File: src/rtl/synth_regs_pkg.sv
// constants, field positions and carriers for the synthesizer register slice
// assumes a 24-bit register word reached through a documented word-wide port
package synth_regs_pkg;
   localparam int DATA_W = 24;
   localparam int ADDR_W = 8;
   // register offsets, printed offsets are word indices
   localparam logic [7:0] OFF_OUTPUT_PIN_CTRL = 8'h1B;
   localparam logic [7:0] OFF_SLIP_PREVENTION_CTRL = 8'h1C;
   localparam logic [7:0] OFF_RESERVED_WORD_A = 8'h1D;
   localparam logic [7:0] OFF_TEMP_SENSOR_CTRL = 8'h1E;
   localparam logic [7:0] OFF_LOCK_SWEEP_STATUS = 8'h1F;
   localparam logic [7:0] OFF_RESERVED_WORD_B = 8'h20;
   localparam logic [7:0] OFF_TEMP_READOUT = 8'h21;
   localparam logic [7:0] OFF_RESERVED_WORD_C = 8'h22;
   // output control fields
   localparam int GPO_SEL_LSB = 0;
   localparam int GPO_DATA_LSB = 4;
   localparam int GPO_DRV_EN_BIT = 7;
   localparam int GPO_DIS_LSB = 8;
   localparam logic [3:0] SEL_STATIC = 4'h0;
   localparam logic [3:0] SEL_QUANT = 4'hA;
   // slip prevention fields
   localparam int SLIP_STEP_LSB = 0;
   localparam int SLIP_FORCE_BIT = 4;
   localparam int SLIP_RSTB_BIT = 5;
   // status fields and sensor enable bit
   localparam int LOCK_BIT = 0;
   localparam int OVF_LSB = 1;
   localparam int SWEEP_BIT = 5;
   localparam int TSENS_EN_BIT = 0;
   // reset values
   localparam logic [23:0] RST_OUTPUT_PIN_CTRL = 24'h000000;
   localparam logic [23:0] RST_SLIP_PREVENTION_CTRL = 24'h000020;
   localparam logic [23:0] RST_RESERVED_WORD_A = 24'h000000;
   localparam logic [23:0] RST_TEMP_SENSOR_CTRL = 24'h000000;
   localparam logic [23:0] RST_RESERVED_WORD_B = 24'h000020;
   localparam logic [23:0] RST_RESERVED_WORD_C = 24'h000000;
   // temperature readout saturation
   localparam logic [6:0] TEMP_CODE_MAX = 7'h07;
   // host register access carrier
   typedef struct packed {
      logic wr_en;
      logic [7:0] addr;
      logic [23:0] wdata;
   } reg_req_t;
   // phase detector control carrier
   typedef struct packed {
      logic [3:0] step_count;
      logic pfd_rst_n;
      logic slip_prevention_en;
   } pfd_ctrl_t;
endpackage : synth_regs_pkg

File: src/rtl/synth_ctrl_status_regs.sv
// register slice: general output control, slip prevention, temperature and status
// assumes the serial port decoder delivers word writes and combinational read address;
// analog status inputs come from other clock domains and are synchronised here
`timescale 1ns/1ps
module synth_ctrl_status_regs #(
   parameter int TEMP_W = 7
) (
   input wire logic clk_sys,
   input wire logic rst_n,
   input wire synth_regs_pkg::reg_req_t req,
   output logic [23:0] rdata,
   input wire logic reg1_bit15,
   input wire logic [2:0] quant_lsbs,
   input wire logic slip_auto_rst_n,
   input wire logic lock_raw,
   input wire logic [2:0] overflow_raw,
   input wire logic sweep_raw,
   input wire logic [6:0] temp_code_raw,
   output logic [2:0] gpo_out,
   output logic [2:0] gpo_oe,
   output synth_regs_pkg::pfd_ctrl_t pfd_ctrl,
   output logic charge_pump_hiz,
   output logic temp_sensor_en
);
   logic [23:0] gpo_ctrl_q, gpo_ctrl_d;
   logic [23:0] slip_ctrl_q, slip_ctrl_d;
   logic [23:0] rsvd_a_q, rsvd_a_d;
   logic [23:0] tsens_ctrl_q, tsens_ctrl_d;
   logic [2:0] gpo_out_q;
   logic [2:0] gpo_oe_q;
   logic [5:0] stat_s1_q, stat_s2_q;
   logic [6:0] temp_s1_q, temp_s2_q;
   logic [6:0] temp_q;

   // write decode
   wire wr_gpo = req.wr_en && req.addr == synth_regs_pkg::OFF_OUTPUT_PIN_CTRL;
   wire wr_slip = req.wr_en && req.addr == synth_regs_pkg::OFF_SLIP_PREVENTION_CTRL;
   wire wr_rsvd_a = req.wr_en && req.addr == synth_regs_pkg::OFF_RESERVED_WORD_A;
   wire wr_tsens = req.wr_en && req.addr == synth_regs_pkg::OFF_TEMP_SENSOR_CTRL;

   // writable words; read-only offsets have no write strobe at all
   assign gpo_ctrl_d = wr_gpo ? req.wdata : gpo_ctrl_q;
   assign slip_ctrl_d = wr_slip ? req.wdata : slip_ctrl_q;
   assign rsvd_a_d = wr_rsvd_a ? req.wdata : rsvd_a_q;
   assign tsens_ctrl_d = wr_tsens ? req.wdata : tsens_ctrl_q;

   always_ff @(posedge clk_sys) begin
      if (!rst_n) begin
         gpo_ctrl_q <= synth_regs_pkg::RST_OUTPUT_PIN_CTRL;
         slip_ctrl_q <= synth_regs_pkg::RST_SLIP_PREVENTION_CTRL;
         rsvd_a_q <= synth_regs_pkg::RST_RESERVED_WORD_A;
         tsens_ctrl_q <= synth_regs_pkg::RST_TEMP_SENSOR_CTRL;
      end else begin
         gpo_ctrl_q <= gpo_ctrl_d;
         slip_ctrl_q <= slip_ctrl_d;
         rsvd_a_q <= rsvd_a_d;
         tsens_ctrl_q <= tsens_ctrl_d;
      end
   end

   // output source mux and driver enables
   wire [3:0] gpo_sel = gpo_ctrl_q[synth_regs_pkg::GPO_SEL_LSB +: 4];
   wire [2:0] gpo_static = gpo_ctrl_q[synth_regs_pkg::GPO_DATA_LSB +: 3];
   wire gpo_drv_en = gpo_ctrl_q[synth_regs_pkg::GPO_DRV_EN_BIT];
   wire [2:0] gpo_dis = gpo_ctrl_q[synth_regs_pkg::GPO_DIS_LSB +: 3];
   // other source codes route signals outside this slice; those read as zero here
   wire [2:0] gpo_src = (gpo_sel == synth_regs_pkg::SEL_STATIC) ? gpo_static :
                        (gpo_sel == synth_regs_pkg::SEL_QUANT) ? quant_lsbs :
                        3'h0;
   wire [2:0] gpo_oe_d = {3{gpo_drv_en}} & ~gpo_dis;

   // quantizer bits are same-domain logic, registered once for clean pads
   always_ff @(posedge clk_sys) begin
      if (!rst_n) begin
         gpo_out_q <= 3'h0;
         gpo_oe_q <= 3'h0;
      end else begin
         gpo_out_q <= gpo_src;
         gpo_oe_q <= gpo_oe_d;
      end
   end
   assign gpo_out = gpo_out_q;
   assign gpo_oe = gpo_oe_q;

   // phase detector controls
   wire [3:0] step = slip_ctrl_q[synth_regs_pkg::SLIP_STEP_LSB +: 4];
   wire rst_force = slip_ctrl_q[synth_regs_pkg::SLIP_FORCE_BIT];
   wire rst_manual = slip_ctrl_q[synth_regs_pkg::SLIP_RSTB_BIT];
   wire pfd_rst_n = rst_force ? rst_manual : slip_auto_rst_n;
   assign pfd_ctrl.step_count = step;
   // feature needs nonzero step, manual enable and the register 1 companion bit
   assign pfd_ctrl.slip_prevention_en = (step != 4'h0) && rst_manual && reg1_bit15;
   assign pfd_ctrl.pfd_rst_n = pfd_rst_n;
   // a held detector reset floats the pump; software should leave override clear
   assign charge_pump_hiz = !pfd_rst_n;
   assign temp_sensor_en = tsens_ctrl_q[synth_regs_pkg::TSENS_EN_BIT];

   // status inputs come from analog domains, two flops before use
   always_ff @(posedge clk_sys) begin
      if (!rst_n) begin
         stat_s1_q <= 6'h00;
         stat_s2_q <= 6'h00;
         temp_s1_q <= 7'h00;
         temp_s2_q <= 7'h00;
         temp_q <= 7'h00;
      end else begin
         stat_s1_q <= {sweep_raw, 1'b0, overflow_raw, lock_raw};
         stat_s2_q <= stat_s1_q;
         temp_s1_q <= temp_code_raw;
         temp_s2_q <= temp_s1_q;
         temp_q <= sat_temp(temp_s2_q);
      end
   end

   // clamp to the top code; sensor already quantizes in 17.5 degree steps
   function automatic logic [6:0] sat_temp(input logic [6:0] c);
      sat_temp = (c > synth_regs_pkg::TEMP_CODE_MAX) ? synth_regs_pkg::TEMP_CODE_MAX : c;
   endfunction : sat_temp

   // read mux; unmapped offsets read zero
   always_comb begin
      case (req.addr)
         synth_regs_pkg::OFF_OUTPUT_PIN_CTRL: rdata = gpo_ctrl_q;
         synth_regs_pkg::OFF_SLIP_PREVENTION_CTRL: rdata = slip_ctrl_q;
         synth_regs_pkg::OFF_RESERVED_WORD_A: rdata = rsvd_a_q;
         synth_regs_pkg::OFF_TEMP_SENSOR_CTRL: rdata = tsens_ctrl_q;
         synth_regs_pkg::OFF_LOCK_SWEEP_STATUS: rdata = {18'h0, stat_s2_q};
         synth_regs_pkg::OFF_RESERVED_WORD_B: rdata = synth_regs_pkg::RST_RESERVED_WORD_B;
         synth_regs_pkg::OFF_TEMP_READOUT: rdata = {17'h0, temp_q};
         synth_regs_pkg::OFF_RESERVED_WORD_C: rdata = synth_regs_pkg::RST_RESERVED_WORD_C;
         default: rdata = 24'h000000;
      endcase
   end

   // checks
   property p_quant_route;
      @(posedge clk_sys) disable iff (!rst_n)
      gpo_sel == synth_regs_pkg::SEL_QUANT |=> gpo_out == $past(quant_lsbs);
   endproperty
   a_quant_route: assert property (p_quant_route) else $error("quantizer route wrong");

   property p_static_route;
      @(posedge clk_sys) disable iff (!rst_n)
      gpo_sel == 4'h0 |=> gpo_out == $past(gpo_static);
   endproperty
   a_static_route: assert property (p_static_route) else $error("static route wrong");

   property p_global_off;
      @(posedge clk_sys) disable iff (!rst_n)
      !gpo_drv_en |=> gpo_oe == 3'h0;
   endproperty
   a_global_off: assert property (p_global_off) else $error("pads driven while off");

   property p_ind_dis;
      @(posedge clk_sys) disable iff (!rst_n)
      gpo_drv_en |=> gpo_oe == ~$past(gpo_dis);
   endproperty
   a_ind_dis: assert property (p_ind_dis) else $error("individual disable wrong");

   property p_step_zero;
      @(posedge clk_sys) disable iff (!rst_n)
      step == 4'h0 |-> !pfd_ctrl.slip_prevention_en;
   endproperty
   a_step_zero: assert property (p_step_zero) else $error("slip enabled at zero step");

   property p_override;
      @(posedge clk_sys) disable iff (!rst_n)
      wr_slip && req.wdata[synth_regs_pkg::SLIP_FORCE_BIT] |=>
         pfd_ctrl.pfd_rst_n == $past(req.wdata[synth_regs_pkg::SLIP_RSTB_BIT]);
   endproperty
   a_override: assert property (p_override) else $error("override ignored");

   property p_hiz;
      @(posedge clk_sys) disable iff (!rst_n)
      charge_pump_hiz |-> !pfd_ctrl.pfd_rst_n;
   endproperty
   a_hiz: assert property (p_hiz) else $error("pump not tied to reset");

   property p_lock_lat;
      @(posedge clk_sys) disable iff (!rst_n)
      stat_s2_q[synth_regs_pkg::LOCK_BIT] == $past(lock_raw, 2);
   endproperty
   a_lock_lat: assert property (p_lock_lat) else $error("lock not seen");

   property p_temp_sat;
      @(posedge clk_sys) disable iff (!rst_n)
      temp_q <= synth_regs_pkg::TEMP_CODE_MAX;
   endproperty
   a_temp_sat: assert property (p_temp_sat) else $error("readout over range");

   // reserved word reads its fixed image whatever the host wrote
   property p_ro_hold;
      @(posedge clk_sys) disable iff (!rst_n)
      req.addr == synth_regs_pkg::OFF_RESERVED_WORD_B |-> rdata == synth_regs_pkg::RST_RESERVED_WORD_B;
   endproperty
   a_ro_hold: assert property (p_ro_hold) else $error("read-only word changed");

   property p_rsvd_c_const;
      @(posedge clk_sys) disable iff (!rst_n)
      req.addr == synth_regs_pkg::OFF_RESERVED_WORD_C |-> rdata == synth_regs_pkg::RST_RESERVED_WORD_C;
   endproperty
   a_rsvd_c_const: assert property (p_rsvd_c_const) else $error("reserved word moved");

   // writes aimed at the status and temperature readout offsets must not leak into the output, slip or sensor words
   property p_ro_no_store;
      @(posedge clk_sys) disable iff (!rst_n)
      req.wr_en && (req.addr == synth_regs_pkg::OFF_LOCK_SWEEP_STATUS ||
         req.addr == synth_regs_pkg::OFF_TEMP_READOUT) |=>
         $stable(gpo_ctrl_q) && $stable(slip_ctrl_q) && $stable(tsens_ctrl_q);
   endproperty
   a_ro_no_store: assert property (p_ro_no_store) else $error("read-only write stored");

   // pads come out of reset quiet
   property p_reset_outputs;
      @(posedge clk_sys) disable iff (!rst_n)
      $past(rst_n) == 1'b0 |-> gpo_oe == 3'h0 && gpo_out == 3'h0;
   endproperty
   a_reset_outputs: assert property (p_reset_outputs) else $error("pads live after reset");

   // codes outside this slice must not leak stale data onto the pads
   property p_other_src_zero;
      @(posedge clk_sys) disable iff (!rst_n)
      gpo_sel != synth_regs_pkg::SEL_STATIC && gpo_sel != synth_regs_pkg::SEL_QUANT |=>
         gpo_out == 3'h0;
   endproperty
   a_other_src_zero: assert property (p_other_src_zero) else $error("unrouted code drives");

   property p_dis_each;
      @(posedge clk_sys) disable iff (!rst_n)
      gpo_dis != 3'h0 |=> (gpo_oe & $past(gpo_dis)) == 3'h0;
   endproperty
   a_dis_each: assert property (p_dis_each) else $error("disabled pad still driven");

   property p_all_on;
      @(posedge clk_sys) disable iff (!rst_n)
      gpo_drv_en && gpo_dis == 3'h0 |=> gpo_oe == 3'h7;
   endproperty
   a_all_on: assert property (p_all_on) else $error("pad driver missing");

   property p_gpo_write;
      @(posedge clk_sys) disable iff (!rst_n)
      wr_gpo |=> gpo_ctrl_q == $past(req.wdata);
   endproperty
   a_gpo_write: assert property (p_gpo_write) else $error("output control not stored");

   property p_gpo_hold;
      @(posedge clk_sys) disable iff (!rst_n)
      !wr_gpo |=> $stable(gpo_ctrl_q);
   endproperty
   a_gpo_hold: assert property (p_gpo_hold) else $error("output control drifted");

   // detector reset source selection, both arms
   property p_auto_rst;
      @(posedge clk_sys) disable iff (!rst_n)
      !rst_force |-> pfd_ctrl.pfd_rst_n == slip_auto_rst_n;
   endproperty
   a_auto_rst: assert property (p_auto_rst) else $error("automatic reset not followed");

   property p_manual_rst;
      @(posedge clk_sys) disable iff (!rst_n)
      rst_force |-> pfd_ctrl.pfd_rst_n == rst_manual;
   endproperty
   a_manual_rst: assert property (p_manual_rst) else $error("manual reset not followed");

   property p_hiz_exact;
      @(posedge clk_sys) disable iff (!rst_n)
      !pfd_ctrl.pfd_rst_n |-> charge_pump_hiz;
   endproperty
   a_hiz_exact: assert property (p_hiz_exact) else $error("pump driving in reset");

   property p_slip_en;
      @(posedge clk_sys) disable iff (!rst_n)
      pfd_ctrl.slip_prevention_en |-> rst_manual && reg1_bit15;
   endproperty
   a_slip_en: assert property (p_slip_en) else $error("slip enabled without bits");

   property p_slip_on;
      @(posedge clk_sys) disable iff (!rst_n)
      step != 4'h0 && rst_manual && reg1_bit15 |-> pfd_ctrl.slip_prevention_en;
   endproperty
   a_slip_on: assert property (p_slip_on) else $error("slip prevention missing");

   property p_slip_write;
      @(posedge clk_sys) disable iff (!rst_n)
      wr_slip |=> pfd_ctrl.step_count == $past(req.wdata[3:0]);
   endproperty
   a_slip_write: assert property (p_slip_write) else $error("step count not stored");

   property p_tsens_en;
      @(posedge clk_sys) disable iff (!rst_n)
      wr_tsens |=> temp_sensor_en == $past(req.wdata[synth_regs_pkg::TSENS_EN_BIT]);
   endproperty
   a_tsens_en: assert property (p_tsens_en) else $error("sensor enable not stored");

   property p_tsens_hold;
      @(posedge clk_sys) disable iff (!rst_n)
      !wr_tsens |=> $stable(temp_sensor_en);
   endproperty
   a_tsens_hold: assert property (p_tsens_hold) else $error("sensor enable drifted");

   // status latency is exactly the two synchroniser flops
   property p_ovf_lat;
      @(posedge clk_sys) disable iff (!rst_n)
      stat_s2_q[synth_regs_pkg::OVF_LSB +: 3] == $past(overflow_raw, 2);
   endproperty
   a_ovf_lat: assert property (p_ovf_lat) else $error("overflow flags wrong");

   property p_sweep_lat;
      @(posedge clk_sys) disable iff (!rst_n)
      stat_s2_q[synth_regs_pkg::SWEEP_BIT] == $past(sweep_raw, 2);
   endproperty
   a_sweep_lat: assert property (p_sweep_lat) else $error("sweep flag wrong");

   property p_temp_pass;
      @(posedge clk_sys) disable iff (!rst_n)
      temp_s2_q <= synth_regs_pkg::TEMP_CODE_MAX |=> temp_q == $past(temp_s2_q);
   endproperty
   a_temp_pass: assert property (p_temp_pass) else $error("readout code altered");

   property p_temp_clamp;
      @(posedge clk_sys) disable iff (!rst_n)
      temp_s2_q > synth_regs_pkg::TEMP_CODE_MAX |=> temp_q == synth_regs_pkg::TEMP_CODE_MAX;
   endproperty
   a_temp_clamp: assert property (p_temp_clamp) else $error("readout not clamped");

   // main scenarios worth seeing at least once
   c_quant: cover property (@(posedge clk_sys) gpo_sel == synth_regs_pkg::SEL_QUANT && gpo_oe != 0);
   c_static: cover property (@(posedge clk_sys) gpo_sel == synth_regs_pkg::SEL_STATIC && gpo_oe == 3'h7);
   c_clamp: cover property (@(posedge clk_sys) temp_q == synth_regs_pkg::TEMP_CODE_MAX);
   c_force: cover property (@(posedge clk_sys) charge_pump_hiz);
   c_slip: cover property (@(posedge clk_sys) pfd_ctrl.slip_prevention_en);
endmodule : synth_ctrl_status_regs

File: config.mk
export PLATFORM = sky130hd
export DESIGN_NAME = synth_ctrl_status_regs
export DESIGN_NICKNAME = d
export VERILOG_FILES = /design/src/rtl/synth_regs_pkg.sv /design/src/rtl/synth_ctrl_status_regs.sv
export SDC_FILE = /design/constraint.sdc
export NUM_CORES = 1
export LEC_CHECK = 0
export BUFFER_PORTS_ARGS = -buffer_cell sky130_fd_sc_hd__buf_2
export CAP_MARGIN = 20
export CELL_PAD_IN_SITES_DETAIL_PLACEMENT = 1
export CELL_PAD_IN_SITES_GLOBAL_PLACEMENT = 1
export CORE_ASPECT_RATIO = 2
export CORE_UTILIZATION = 47
export CTS_BUF_LIST = sky130_fd_sc_hd__clkbuf_4 sky130_fd_sc_hd__clkbuf_8
export CTS_CLUSTER_SIZE = 10
export DETAILED_ROUTE_END_ITERATION = 7
export PLACE_DENSITY_LB_ADDON = 0.3
export SETUP_SLACK_MARGIN = 0.5
export SYNTH_ARGS = -nofsm -noshare
export SYNTH_HDL_FRONTEND = slang
export SYNTH_SLANG_ARGS = --single-unit
File: constraint.sdc
create_clock -name clk_sys -period 4.25 [get_ports clk_sys]
set_input_delay 0.6375 -clock clk_sys [delete_from_list [all_inputs] [get_ports clk_sys]]
set_output_delay 0.6375 -clock clk_sys [all_outputs]
set_load 0.02 [all_outputs]
==> run_results.csv, run 1 <==
group,metric,value,unit
timing,finalHoldViolations,0,
finish,insertedDiodeCount,0,
yosys,synth.yosys.warnings,0,
die,initial_utilization,0.4846,
routing,wirelength_met1,5738,um
clocking,clockBufferDepth,2,
routing,drt_first_iter_violations,260,
finish,commonest_non_fill_non_tap_cell_in_the_layout,"sky130_fd_sc_hd__dfxtp_1",
placed_design,detailedPlacementHpwl,10150,um
timing,worst_hold_slack,0.3933,ns
placed_design,placement.io_buffers,89,
setup_path,crit_type,"input port to output pin",
clocking,cts_num_sinks,133,
routing,drt_antenna_net_count,0,
setup_path,required,3.61,ns
yosys,count_of_different_cell_masters_after_synthesis,49,
timing,tightest_slew_margin_relative_to_the_limit,0.5766,
die,die_width,77.12,um
global_routing,grt_antenna_before_repair,0,
clocking,clock_tree_from_tritoncts,"yes",
placed_design,pre_cts_ws,1.276,ns
power,p_sw,0.0005525,W
global_routing,grt_pass1_vias,5101,
clocking,ctsResizeCount,0,
timing,layout_setup_ws,1.137,ns
timing,rsz0062_at_grt,"false",
die,placementRows,54,
timing,clock_skew,0.005520,ns
clocking,cts-htree-levels,4,
global_routing,grt-ovfl-total,0,
power,switching_share,0.2280,
yosys,synth.avg_cell_area,8.810,um2
power,clock_group_share_of_total_power,0.428,
setup_path,worstSetupEndpointType,"output pin",
power,p_int,0.001871,W
timing,period_share,0.7325,
global_routing,grt_pass1_wl,25230,um
finish,synthToLayoutAreaGrowth,16.77,%
clocking,cts_made_buffers,17,
setup_path,crit_arrival,2.48,ns
routing,drtPass1Iterations,5,
finish,final_nets,726,
clocking,hold_buf_cts,0,
timing,fmax,0.3212,GHz
power,share_seq_of_total_power,0.523,
power,combinationalPowerShare,0.049,
outcome,status,"finished, final reports clean",
die,floorplan.io_pins,90,
setup_path,startpoint_type,"input port",
finish,fin_util,0.5658,
finish,final_cell_mix,"sky130_fd_sc_hd__dfxtp_1, sky130_fd_sc_hd__buf_2, sky130_fd_sc_hd__nand2_1",
yosys,synth-edff-count,0,
routing,routed_wire_length_per_instance,18.77,um
hold_path,holdCritPathClass,"input port to flip-flop",
routing,route.detailed.drc,0,
timing,tightestPinTransition,0.6262,ns
routing,dr.max_layer_used,"met4",
clocking,path_clk_slew,0.07,ns
yosys,commonest_register_cell_after_synthesis,"sky130_fd_sc_hd__dfxtp_1",
routing,vias,4781,
global_routing,maximum_number_of_pins_on_one_net_before_global_route_repair,150,
setup_path,critical_path_peak_fanout,11,
timing,report.final.slew_viol_count,0,
power,pwr_density_cell,391.3,mW/mm2
clocking,clock_insertion_delay_worst_skew,0.44,ns
routing,detailroute.wirelength.met3,703,um
placed_design,finalWeightedCongestion,0.8343,
die,die_height,152.2,um
timing,setup_viol,0,
routing,avgViaCountPerCell,5.788,
yosys,synthCells,602,
finish,post_route_cells_drive_above_1_share,0.2114,
run,drv.max_cap_violation_count,0,
global_routing,global_route.usage.total,0.2794,
power,total_leakage_power,2.434,nW
power,worst_ir_drop_vdd,0.0003239,V
yosys,synth_seq_area_share,0.5020,
routing,routed-wl-met2,8512,um
clocking,root_buffer,"sky130_fd_sc_hd__clkbuf_8",
clocking,postCtsSetupBuffers,0,
routing,detail_route.wirelength,15500,um
timing,finalSetupTns,0,ns
yosys,netlist_area,0.005304,mm2
die,core,0.01095,mm2
yosys,share_of_synthesized_flip_flops_with_an_asynchronous_set_or_reset,0,
die,die_area,0.01174,mm2
timing,period_needed,3.113,ns
yosys,ys_seq_elements,133,
## per-stage QoR
step                power [W]  instance area (um2)  cells
global route         0.002514                 6193    826
floorplan            0.001361                 5315    605
global placement     0.001409                 5806    795
finish               0.002423                 6193    826
detailed placement   0.001414                 5806    795
CTS                  0.002445                 6193    826
## area by class of cell
| class | instances | area, um2 |
|---|---|---|
| timing repair buffer | 105 | 580.6 |
| tap | 140 | 175.2 |
| clock inverter | 9 | 103.9 |
| fill | 1360 | 4752 |
| sequential | 133 | 2663 |
| inverter | 3 | 11.26 |
| clock buffer | 22 | 284.0 |
| multi-input combinational | 414 | 2376 |
## power by group through the flow
stage	sequential [W]	combinational (W)	clock [W]
final	0.00127	0.000120	0.00104
after global routing	0.00127	0.000131	0.00112
after CTS	0.00127	0.000120	0.00106
after detailed placement	0.00130	0.000119	0
after global placement	0.00129	0.000114	0
after floorplan	0.00129	0.0000679	0
## sequential cells by signal, summed over array words and instances, names as in the netlist
name / cells
gpo_ctrl_q: 24
gpo_oe: 3
gpo_out: 3
rsvd_a_q: 24
slip_ctrl_q: 24
stat_s1_q: 5
stat_s2_q: 5
temp_q: 7
temp_s1_q: 7
temp_s2_q: 7
tsens_ctrl_q: 24
## logic make-up after synthesis
group | count (synthesis) | synth area share
buf+inv | 58 | 0.05213
mux | 18 | 0.03468
simple gates | 237 | 0.2206
other cells | 1 | 0.0007070
flops | 133 | 0.5020
compound gates | 155 | 0.1899
## cells in the mapped netlist (10+ instances only)
cell type                  count  area (um2)
sky130_fd_sc_hd__dfxtp_1     133        2663
sky130_fd_sc_hd__nand2_1      86       322.8
sky130_fd_sc_hd__o21ai_0      76       380.4
sky130_fd_sc_hd__nand3_1      75       375.4
sky130_fd_sc_hd__and2_1       26       162.7
sky130_fd_sc_hd__clkbuf_1     25       93.84
sky130_fd_sc_hd__a21boi_0     22       165.2
sky130_fd_sc_hd__mux2i_1      15       150.1
sky130_fd_sc_hd__nor2_1       15       56.30
sky130_fd_sc_hd__a22oi_1      14       105.1
sky130_fd_sc_hd__buf_2        14       70.07
sky130_fd_sc_hd__a221o_1      13       130.1
sky130_fd_sc_hd__nor3_1       10       50.05
## worst paths after layout
| path | startpoint | end | slack [ns] | cells after the start |
|---|---|---|---|---|
| worst min-delay path | temp_code_raw[3] | temp_s1_q[3] | 0.39 | 2 |
| worst max register to register | temp_s2_q[6] | temp_q[1] | 3.07 | 2 |
| worst max-delay path | req[26] | rdata[1] | 1.14 | 6 |
| worst min register to register | temp_s1_q[3] | temp_s2_q[3] | 0.44 | 1 |
## critical path: stages
cell and delay [ns]:
sky130_fd_sc_hd__buf_2 0.17, sky130_fd_sc_hd__nor4b_1 0.59, sky130_fd_sc_hd__and2_1 0.40, sky130_fd_sc_hd__a22oi_1 0.12, sky130_fd_sc_hd__o21ai_0 0.32, sky130_fd_sc_hd__buf_2 0.23
## metal layers
| layer | global-route usage | vias to the layer above |
|---|---|---|
| met3 | 0.05689 | 38 |
| li1 | - | 2267 |
| met2 | 0.5068 | 145 |
| met4 | 0.1725 | 0 |
| met1 | 0.2870 | 2331 |
| met5 | 0 | - |
Note: power is estimated with default switching activity, not from simulation.
==> run 2, diff against run 1 <==
--- a/config.mk
+++ b/config.mk
@@ -10,7 +10,7 @@
 export CELL_PAD_IN_SITES_DETAIL_PLACEMENT = 1
 export CELL_PAD_IN_SITES_GLOBAL_PLACEMENT = 1
 export CORE_ASPECT_RATIO = 2
-export CORE_UTILIZATION = 47
+export CORE_UTILIZATION = 44
 export CTS_BUF_LIST = sky130_fd_sc_hd__clkbuf_4 sky130_fd_sc_hd__clkbuf_8
 export CTS_CLUSTER_SIZE = 10
 export DETAILED_ROUTE_END_ITERATION = 7
==> constraint.sdc (replaced) <==
create_clock -name clk_sys -period 2.9 [get_ports clk_sys]
set_input_delay 0.435 -clock clk_sys [delete_from_list [all_inputs] [get_ports clk_sys]]
set_output_delay 0.435 -clock clk_sys [all_outputs]
set_load 0.02 [all_outputs]
==> run 2 against run 1 <==
Net effect:
- wire length up 1.4%
- count of clock-buffer cells in the layout shrank 2
- final area increased by 2.7%
- register-to-register slack worse by 1.3 ns
- sequential power up 46%
- sequential cell count is the same
- cell count increased by 1.8%
- highest routed layer unchanged
- power is 47% higher
- core utilization fell by 2.2 points
- non-clock buffer count increased by 9
- first-iteration DRC count down 5.0%
==> run_results.csv, run 2 (same netlist as run 1, synthesis figures left out) <==
group,metric,value,unit
die,die_height,157.3,um
timing,report.final.slew_viol_count,0,
timing,tightestPinTransition,0.6037,ns
routing,drt_antenna_net_count,0,
clocking,hold_buf_cts,0,
clocking,cts_made_buffers,17,
finish,fill_cells,1402,
setup_path,crit_type,"input port to output pin",
routing,drt_first_iter_violations,247,
setup_path,critPathMaxStageDelay,0.57,ns
setup_path,cp_cell_sequence,"buf_2 -> or4b_4 -> or2_4 -> o31a_1 -> o21ai_2 -> buf_6",
outcome,status,"finished, final reports clean",
clocking,clockBufferDepth,2,
die,placementRows,56,
power,worst_ir_drop_vdd,0.0004907,V
finish,fin_util,0.5435,
finish,commonest_non_fill_non_tap_cell_in_the_layout,"sky130_fd_sc_hd__dfxtp_1",
timing,finalSetupTns,0,ns
finish,post_route_cells_drive_above_1_share,0.2313,
setup_path,startpoint_type,"input port",
global_routing,global_route.usage.total,0.2618,
clocking,cts_num_sinks,133,
finish,synthToLayoutAreaGrowth,19.91,%
setup_path,required,2.47,ns
global_routing,grt_antenna_before_repair,0,
routing,routed_wire_length_per_instance,18.68,um
placed_design,placement.io_buffers,89,
clocking,cts-htree-levels,4,
setup_path,critical_path_peak_fanout,3,
setup_path,timing.critical_path.max_delay_family,"simple AND/OR/NAND/NOR gates",
die,floorplan.io_pins,90,
routing,detail_route.wirelength,15710,um
power,pwr_density_cell,559.7,mW/mm2
clocking,path_clk_slew,0.08,ns
hold_path,timing.hold.worst_path_depth,2,
die,initial_utilization,0.4533,
power,total_leakage_power,2.499,nW
finish,final_cell_mix,"sky130_fd_sc_hd__dfxtp_1, sky130_fd_sc_hd__nand2_1, sky130_fd_sc_hd__buf_2",
setup_path,path_buf_inv,2,
global_routing,grt-ovfl-total,0,
timing,finalHoldViolations,0,
placed_design,finalWeightedCongestion,0.8278,
finish,final_nets,735,
die,core,0.01170,mm2
global_routing,grt_pass1_vias,5061,
timing,setup_viol,0,
timing,fmax,0.4167,GHz
clocking,clock_insertion_delay_worst_skew,0.46,ns
setup_path,timing.reg2reg.worst_path_depth,2,
timing,worst_hold_slack,0.1826,ns
timing,rsz0062_at_grt,"true",
placed_design,detailedPlacementHpwl,10740,um
setup_path,crit_path_top_delay_cell,"sky130_fd_sc_hd__or4b_4",
clocking,clock_tree_from_tritoncts,"yes",
hold_path,holdCritPathClass,"input port to flip-flop",
finish,insertedDiodeCount,0,
routing,route.detailed.drc,0,
timing,tightest_slew_margin_relative_to_the_limit,0.5976,
run,drv.max_cap_violation_count,0,
die,die_width,79.64,um
setup_path,worstSetupEndpointType,"output pin",
setup_path,crit_arrival,1.96,ns
routing,avgViaCountPerCell,5.722,
routing,drtPass1Iterations,4,
global_routing,grt_pass1_wl,24650,um
timing,clock_skew,0.01091,ns
clocking,root_buffer,"sky130_fd_sc_hd__clkbuf_8",
setup_path,depth_of_the_critical_timing_path_with_buffers_and_inverters_included,6,
global_routing,maximum_number_of_pins_on_one_net_before_global_route_repair,65,
timing,period_share,0.8275,
die,die_area,0.01252,mm2
timing,period_needed,2.400,ns
routing,vias,4812,
==> run 2: repair_timing <==
| item | 4_1_cts | 5_1_grt |
|---|---|---|
| gates cloned | 0 | 1 |
| pin swaps | 3 | 2 |
| gates resized for setup | 8 | 5 |
| endpoints found under the setup margin | 8 | 10 |
| setup buffers | 0 | 1 |
==> run 2: path summary, 6_finish.rpt <==
check | start | end | slack, ns
worst max-delay path | req[30] | rdata[6] | 0.50
worst min-delay path | sweep_raw | stat_s1_q[5] | 0.18
worst max register to register | temp_s2_q[6] | temp_q[1] | 1.73
worst min register to register | temp_s1_q[5] | temp_s2_q[5] | 0.44
==> run 2: layout make-up <==
cell class / instances / area [um2] / share of cell area
clock buffer: 20 / 269.0 / 0.04230
multi-input combinational: 414 / 2395 / 0.3765
clock inverter: 12 / 120.1 / 0.01889
tap: 145 / 181.4 / 0.02853
timing repair buffer: 114 / 720.7 / 0.1133
inverter: 3 / 11.26 / 0.001771
sequential: 133 / 2663 / 0.4186
==> run 2: through the flow <==
stage               instances  setup slack, ns  total power, W  cell area [um2]
CTS                       839           0.4704        0.003584             6311
floorplan                 605           0.6372        0.001995             5315
global placement          807           0.3780        0.002073             5902
finish                    841           0.5002        0.003560             6360
detailed placement        807           0.3768        0.002082             5902
global route              841           0.4529        0.003680             6360
==> run 2: per-layer routing <==
layer / vias to the layer above / routed length [um] / GRT usage
met5: - / 0 / 0
met2: 132 / 8817 / 0.5010
li1: 2285 / - / -
met3: 42 / 683 / 0.04696
met4: 0 / 489 / 0.1325
met1: 2353 / 5722 / 0.2591
==> run 2: worst reg2reg max path: cells and delay by family, from the launching register on <==
family           cells  cell delay, ns
AND/OR/NAND/NOR      1            0.57
flip-flops           1            0.30
AO/OA/AOI/OAI        1            0.20
==> run 2: power by group <==
part           switching, W  leakage, nW  internal (W)
Sequential       0.00000883         1.08       0.00185
Clock              0.000771        0.194      0.000746
Combinational      0.000114         1.23     0.0000714
Total              0.000894         2.50       0.00267
